### src/include/dmagr_pkg.sv
package dmagr_pkg;

    // Register placement in configuration space.
    localparam logic [11:0] DMAGR_CTRL_OFFSET    = 12'h290;

    // Field positions of the guarded-region control register.
    localparam int          DMAGR_TOP_MSB        = 31;
    localparam int          DMAGR_TOP_LSB        = 20;
    localparam int          DMAGR_SIZE_MSB       = 11;
    localparam int          DMAGR_SIZE_LSB       = 4;
    localparam int          DMAGR_CMD_BIT        = 2;
    localparam int          DMAGR_STS_BIT        = 1;
    localparam int          DMAGR_LOCK_BIT       = 0;
    localparam int          DMAGR_LOCKED_MSB     = 19;

    // Widths derived from the field positions.
    localparam int          DMAGR_TOP_W          = DMAGR_TOP_MSB - DMAGR_TOP_LSB + 1;
    localparam int          DMAGR_SIZE_W         = DMAGR_SIZE_MSB - DMAGR_SIZE_LSB + 1;

    // One megabyte is one step of both the top and the size field.
    localparam int          DMAGR_MB_SHIFT       = 20;

    // Reset values.
    localparam logic [31:0] DMAGR_CTRL_RESET     = 32'h0000_0000;
    localparam logic [11:0] DMAGR_TOP_RESET      = 12'h000;
    localparam logic [7:0]  DMAGR_SIZE_RESET     = 8'h00;
    localparam logic        DMAGR_BIT_RESET      = 1'b0;

    // Largest guarded size in megabytes, the full reach of the size field.
    localparam logic [7:0]  DMAGR_SIZE_MAX_MB    = 8'hff;

    // Default translated DMA address width.
    localparam int          DMAGR_ADDR_W_DEFAULT = 46;

endpackage

### src/dmagr_guard.sv
`timescale 1ns/1ps


module dmagr_guard #(
    parameter int ADDR_W = dmagr_pkg::DMAGR_ADDR_W_DEFAULT
) (
    // Clock and reset.
    input  wire logic                                  core_clk,
    input  wire logic                                  sys_rst,
    // Configuration space access.
    input  wire logic                                  cfg_wr_en,
    input  wire logic                                  cfg_rd_en,
    input  wire logic [11:0]                           cfg_addr,
    input  wire logic [3:0]                            cfg_be,
    input  wire logic [31:0]                           cfg_wdata,
    output logic [31:0]                                cfg_rdata,
    output logic                                       cfg_rd_valid,
    // Memory map state from the system address decoder.
    input  wire logic                                  smm_segment_en,
    input  wire logic [dmagr_pkg::DMAGR_TOP_W-1:0]     smm_segment_base,
    input  wire logic [dmagr_pkg::DMAGR_TOP_W-1:0]     mgmt_firmware_stolen_memory_base,
    // Inbound DMA request after translation.
    input  wire logic                                  req_valid,
    input  wire logic [ADDR_W-1:0]                     req_addr,
    input  wire logic                                  req_write,
    input  wire logic                                  req_from_remap_engine,
    input  wire logic                                  req_other_deny,
    // Verdict, one cycle after the request.
    output logic                                       resp_valid,
    output logic [ADDR_W-1:0]                          resp_addr,
    output logic                                       resp_write,
    output logic                                       resp_allow,
    output logic                                       resp_guard_fault,
    // Protection state for neighbouring logic.
    output logic                                       guard_active
);
    import dmagr_pkg::*;

    // The top field covers address bits 31:20, so narrower addresses cannot hold it.
    if (ADDR_W < 32 || ADDR_W > 64) begin : g_addr_w_check
        $error("dmagr_guard: ADDR_W must lie between 32 and 64");
    end

    // Register fields.
    logic [DMAGR_TOP_W-1:0]  region_top;
    logic [DMAGR_SIZE_W-1:0] region_size;
    logic                    prot_cmd;
    logic                    prot_sts;
    logic                    lock;

    // Decoded access terms.
    logic                    ctrl_sel;
    logic                    ctrl_wr;
    logic                    ctrl_rd;
    logic                    fields_writable;
    logic [31:0]             ctrl_value;

    // Next values of the writable fields.
    logic [DMAGR_SIZE_W-1:0] next_region_size;
    logic                    next_prot_cmd;
    logic                    next_lock;

    // Region check terms.
    logic [DMAGR_TOP_W-1:0]  next_region_top;
    logic                    range_hit;
    logic                    guard_deny;
    logic                    check_applies;

    assign ctrl_sel = (cfg_addr[11:2] == DMAGR_CTRL_OFFSET[11:2]);
    assign ctrl_wr  = cfg_wr_en && ctrl_sel;
    assign ctrl_rd  = cfg_rd_en && ctrl_sel;

    // The lock taken before the write decides, so a write that sets the lock
    // may still carry the other field values in the same transaction.
    assign fields_writable = ctrl_wr && !lock;

    // Size straddles byte lanes 0 and 1, so each half follows its own enable.
    always_comb begin
        next_region_size = region_size;
        if (fields_writable) begin
            if (cfg_be[0]) begin
                next_region_size[3:0] = cfg_wdata[7:DMAGR_SIZE_LSB];
            end
            if (cfg_be[1]) begin
                next_region_size[7:4] = cfg_wdata[DMAGR_SIZE_MSB:8];
            end
        end
    end

    always_comb begin
        next_prot_cmd = prot_cmd;
        if (fields_writable && cfg_be[0]) begin
            next_prot_cmd = cfg_wdata[DMAGR_CMD_BIT];
        end
    end

    // The lock only ever sets; writing zero does nothing and only reset clears it.
    always_comb begin
        next_lock = lock;
        if (ctrl_wr && cfg_be[0] && cfg_wdata[DMAGR_LOCK_BIT]) begin
            next_lock = 1'b1;
        end
    end

    // Top of region follows the segment base, or the stolen-memory base when
    // the segment is off, since that is where the segment would have started.
    always_comb begin
        if (smm_segment_en) begin
            next_region_top = smm_segment_base;
        end else begin
            next_region_top = mgmt_firmware_stolen_memory_base;
        end
    end

    always_ff @(posedge core_clk) begin
        if (sys_rst) begin
            region_top <= DMAGR_TOP_RESET;
        end else begin
            region_top <= next_region_top;
        end
    end

    always_ff @(posedge core_clk) begin
        if (sys_rst) begin
            region_size <= DMAGR_SIZE_RESET;
        end else begin
            region_size <= next_region_size;
        end
    end

    always_ff @(posedge core_clk) begin
        if (sys_rst) begin
            prot_cmd <= DMAGR_BIT_RESET;
        end else begin
            prot_cmd <= next_prot_cmd;
        end
    end

    always_ff @(posedge core_clk) begin
        if (sys_rst) begin
            lock <= DMAGR_BIT_RESET;
        end else begin
            lock <= next_lock;
        end
    end

    // Status trails the command by one cycle, the moment the check uses the new setting.
    always_ff @(posedge core_clk) begin
        if (sys_rst) begin
            prot_sts <= DMAGR_BIT_RESET;
        end else begin
            prot_sts <= prot_cmd;
        end
    end

    assign guard_active = prot_sts;

    // Read view; unused bits 19:12 and 3 read as zero.
    always_comb begin
        ctrl_value                              = DMAGR_CTRL_RESET;
        ctrl_value[DMAGR_TOP_MSB:DMAGR_TOP_LSB] = region_top;
        ctrl_value[DMAGR_SIZE_MSB:DMAGR_SIZE_LSB] = region_size;
        ctrl_value[DMAGR_CMD_BIT]               = prot_cmd;
        ctrl_value[DMAGR_STS_BIT]               = prot_sts;
        ctrl_value[DMAGR_LOCK_BIT]              = lock;
    end

    // Reads of any other offset in this space answer with zero.
    always_ff @(posedge core_clk) begin
        if (sys_rst) begin
            cfg_rdata <= DMAGR_CTRL_RESET;
        end else if (cfg_rd_en) begin
            cfg_rdata <= ctrl_rd ? ctrl_value : DMAGR_CTRL_RESET;
        end
    end

    always_ff @(posedge core_clk) begin
        if (sys_rst) begin
            cfg_rd_valid <= 1'b0;
        end else begin
            cfg_rd_valid <= cfg_rd_en;
        end
    end

    dmagr_range_check #(
        .ADDR_W      (ADDR_W)
    ) u_range_check (
        .region_top  (region_top),
        .region_size (region_size),
        .addr        (req_addr),
        .hit         (range_hit)
    );

    // The remap engines own the tables that may live inside the region, so
    // their own fetches and updates bypass the check.
    assign check_applies = prot_sts && !req_from_remap_engine;

    // The request address is already translated; a hit faults regardless of
    // what translation concluded.
    assign guard_deny = check_applies && range_hit;

    always_ff @(posedge core_clk) begin
        if (sys_rst) begin
            resp_valid <= 1'b0;
        end else begin
            resp_valid <= req_valid;
        end
    end

    always_ff @(posedge core_clk) begin
        if (sys_rst) begin
            resp_addr  <= '0;
            resp_write <= 1'b0;
        end else if (req_valid) begin
            resp_addr  <= req_addr;
            resp_write <= req_write;
        end
    end

    // Denials combine by OR: any single check blocks the request.
    always_ff @(posedge core_clk) begin
        if (sys_rst) begin
            resp_allow       <= 1'b0;
            resp_guard_fault <= 1'b0;
        end else begin
            resp_allow       <= req_valid && !guard_deny && !req_other_deny;
            resp_guard_fault <= req_valid && guard_deny;
        end
    end

endmodule

### src/dmagr_range_check.sv
`timescale 1ns/1ps

module dmagr_range_check #(
    parameter int ADDR_W = dmagr_pkg::DMAGR_ADDR_W_DEFAULT
) (
    // Region description.
    input  wire logic [dmagr_pkg::DMAGR_TOP_W-1:0]  region_top,
    input  wire logic [dmagr_pkg::DMAGR_SIZE_W-1:0] region_size,
    // Address under test.
    input  wire logic [ADDR_W-1:0]                  addr,
    // Result.
    output logic                                    hit
);
    import dmagr_pkg::*;

    localparam int MB_ADDR_W = ADDR_W - DMAGR_MB_SHIFT;

    logic [MB_ADDR_W-1:0] addr_mb;
    logic [MB_ADDR_W-1:0] top_mb;
    logic [MB_ADDR_W-1:0] size_mb;
    logic [MB_ADDR_W-1:0] base_mb;

    // Both bounds sit on megabyte boundaries, so only the megabyte index of the address matters.
    assign addr_mb = addr[ADDR_W-1:DMAGR_MB_SHIFT];
    assign top_mb  = MB_ADDR_W'(region_top);
    assign size_mb = MB_ADDR_W'(region_size);

    // A size larger than the top clamps the base at zero rather than wrapping to high memory.
    assign base_mb = (size_mb > top_mb) ? '0 : MB_ADDR_W'(top_mb - size_mb);

    // Guarded span is base up to top minus one; a zero size guards nothing.
    assign hit = (region_size != '0) && (addr_mb >= base_mb) && (addr_mb < top_mb);

endmodule

### config.mk
export PLATFORM = sky130hd
export DESIGN_NAME = dmagr_guard
export DESIGN_NICKNAME = d
export VERILOG_FILES = /design/src/include/dmagr_pkg.sv /design/src/dmagr_guard.sv /design/src/dmagr_range_check.sv
export SDC_FILE = /design/constraint.sdc
export NUM_CORES = 1
export LEC_CHECK = 0
export ABC_AREA = 1
export BUFFER_PORTS_ARGS = -buffer_cell sky130_fd_sc_hd__buf_2
export CORE_ASPECT_RATIO = 1.2
export CORE_MARGIN = 5
export CORE_UTILIZATION = 52
export CTS_CLUSTER_DIAMETER = 40
export DETAILED_ROUTE_END_ITERATION = 6
export HOLD_SLACK_MARGIN = 0.03
export PLACE_DENSITY = 0.86
export SLEW_MARGIN = 15
export SYNTH_ARGS = -nofsm -noshare
export SYNTH_HDL_FRONTEND = slang
export SYNTH_SLANG_ARGS = --single-unit
### constraint.sdc
create_clock -name core_clk -period 6.43 [get_ports core_clk]
set_clock_uncertainty 0.2 [all_clocks]
set_input_delay 0.9645 -clock core_clk [delete_from_list [all_inputs] [get_ports core_clk]]
set_output_delay 0.9645 -clock core_clk [all_outputs]
set_load 0.05 [all_outputs]
==> flow_summary.ini <==
[route]
top_layer_used = met4
detail_route.drc_violations = 0
dr.pass1.iters = 4
drtAntennaViolNets = 0
wl_met1_um = 5740
wl_met2_um = 6440
viasPerCell = 5.22
drt-total-wl_um = 13800
vias = 5093
wl_per_cell_um = 14.1
wl_met3_um = 1210
drtIter0Drc = 190

[power]
p_leak_nw = 3.05
peakVddDrop_v = 0.000198
p_int_w = 0.000999
pwr-share-seq = 0.433
combPwrFrac = 0.225
power_w = 0.00149
switchingPower_w = 0.000491
power.share.clock = 0.343
power_density_nw_per_um2 = 240
swShare = 0.329

[outcome]
status = finished clean

[cts]
cts-htree-levels = 3
cts_resized = 0
cts_root_buf = clkbuf_16
ctsHoldBuffers = 0
clk_pin_slew_ns = 0.07
clockBufferDepth = 2
cts_sinks = 97
cts_setup_buffers = 0
numCtsBuffers = 9
cts_tree = done
clk_latency_ns = 0.35

[synth]
synth_top_cell_by_area = dfxtp_1
yosys_warnings = 0
synthTopCellsByArea = dfxtp_1 39%, ha_1 11%, nor2_1 9.7%
synth_top_area_frac = 0.386
ys_seq_elements = 97
ys_types = 36
synthCells = 691
syn_area_sq_um = 5030
syn_area_per_cell_sq_um = 7.29
seq_area_frac_synth = 0.386

[placed_design]
portBuffers = 175
place_inst = 959
gp_routability_congestion = 0.904
place_ws_ns = 2.68
dp_hpwl_um = 10500

[sta]
rsz0062_at_grt = no
setup_viol = 0
slew_headroom = 0.407
slew_viol_final = 0
fin_tns_setup_ns = 0
layout_setup_ws_ns = 2.62
maxClockFrequency_ghz = 0.262
hold_viol_final = 0
tightest_slew_ns = 0.890
fin_crit_sh = 0.593
min_period_ns = 3.81

[die]
die_y_um = 118
floorplan.initialDensity = 0.529
coreArea_sq_um = 9520
io_pins = 211
die-area_sq_um = 11800
die_x_um = 99.8
rows = 39

[worst_setup_path]
critPathMaxFanout = 14
ff2ff_setup_slack_ns = 2.62
cp-start-kind = flop
worstPathRequired_ns = 6.52
worst_ep_arrival_time_ns = 3.90
crit_type = reg -> reg
end_kind = flop

[final_layout]
area_growth_pct = 23.0
diodes = 0
layout-drive-gt1-share = 0.236
fin_nets = 1020
finalNonFillerCells = 975

[run]
drv_cap = 0

[grt]
gr-total-overflow = 0
grt_pass1_wl_um = 22100
antenna_found_initial = 0
grt_max_degree = 60
grt_pass1_vias = 4779
grt_util_all_layers = 0.229

[hold_path]
holdCritPathClass = reg -> reg
-- per-stage QoR --
step	utilization	hold WS (ns)	instance area (sq um)
final	0.651	0.263	6190
after global routing	0.651	0.284	6190
after CTS	0.651	0.264	6190
after detailed placement	0.622	0.253	5910
after global placement	0.622	0.249	5910
after floorplan	-	0.214	5060
-- worst max-delay path, cell delays in order (launching register included) --
cell	delay, ns
dfxtp_1	0.41
ha_1	0.23
inv_1	0.09
fa_1	0.42
nand4_1	0.14
nand3_1	0.10
nand3_1	0.15
nand2_1	0.07
nor2_1	0.11
nand3_1	0.45
ha_1	0.52
nand2_1	0.10
nor2_1	0.16
nand2_1	0.09
nor3_1	0.19
nand2_1	0.07
nand3_1	0.11
nand3_1	0.08
nor2_1	0.08
-- logic make-up after synthesis --
logic type	share of synthesized area
simple gates	0.265
other cells	0.000745
flops	0.386
xor+xnor	0.00522
compound gates	0.145
fa+ha+maj	0.116
buf+inv	0.0820
-- path summary, 6_finish.rpt --
check | endpoint | depth (start not counted) | startpoint
worst max-delay path | resp_guard_fault | 18 | region_size[0]
worst min-delay path | prot_cmd | 2 | prot_cmd
worst max register to register | resp_guard_fault | 18 | region_size[0]
worst min register to register | prot_cmd | 2 | prot_cmd
-- flip-flops by register name, indices dropped and copies added (netlist names), 8 cells and up --
signal,flops
region_size,8
cfg_rdata,23
region_top,12
resp_addr,46
-- power groups by stage --
stage / sequential [W] / clock (W) / combinational (W)
2_1_floorplan: 0.000728 / 0 / 0.000168
3_3_place_gp: 0.000657 / 0 / 0.000327
3_5_place_dp: 0.000657 / 0 / 0.000333
4_1_cts: 0.000644 / 0.000517 / 0.000335
5_1_grt: 0.000647 / 0.000541 / 0.000374
6_report: 0.000645 / 0.000511 / 0.000335
-- cells in the final DEF (no fill, tap or decap), types with 20 or more instances in the layout --
cell type and n:
o21ai_0 66, nor2_1 130, inv_1 56, dfxtp_1 97, ha_1 45, nand2_1 95, nand3_1 20, a21oi_1 62
buf_2 175, nand4_1 40
-- synthesized netlist by cell type, drive strengths merged --
cell    count
nor2      132
nand2      95
nand3      21
and3        4
ha         45
clkbuf     26
nand4      41
conb        1
buf        14
a31oi       1
inv        58
xor2        3
nor4        1
a21oi      62
o21bai      2
nor3        7
or2         2
a21boi      1
fa          1
dfxtp      97
a21o        6
o21ai      68
o21a        1
nand3b      2
-- cell type report --
class | instances | area [sq um]
timing repair buffer | 177 | 891
fill | 898 | 3320
multi-input combinational | 504 | 2710
clock buffer | 10 | 229
inverter | 58 | 218
sequential | 97 | 1940
tap | 123 | 154
clock inverter | 6 | 51.3
-- layer usage --
metal | global-route usage | vias to the layer above
met5 | 0 | -
met4 | 0.0991 | 0
met3 | 0.0747 | 28
met2 | 0.367 | 178
met1 | 0.279 | 2287
li1 | - | 2600
No activity file was read; power rests on OpenSTA's default activity.
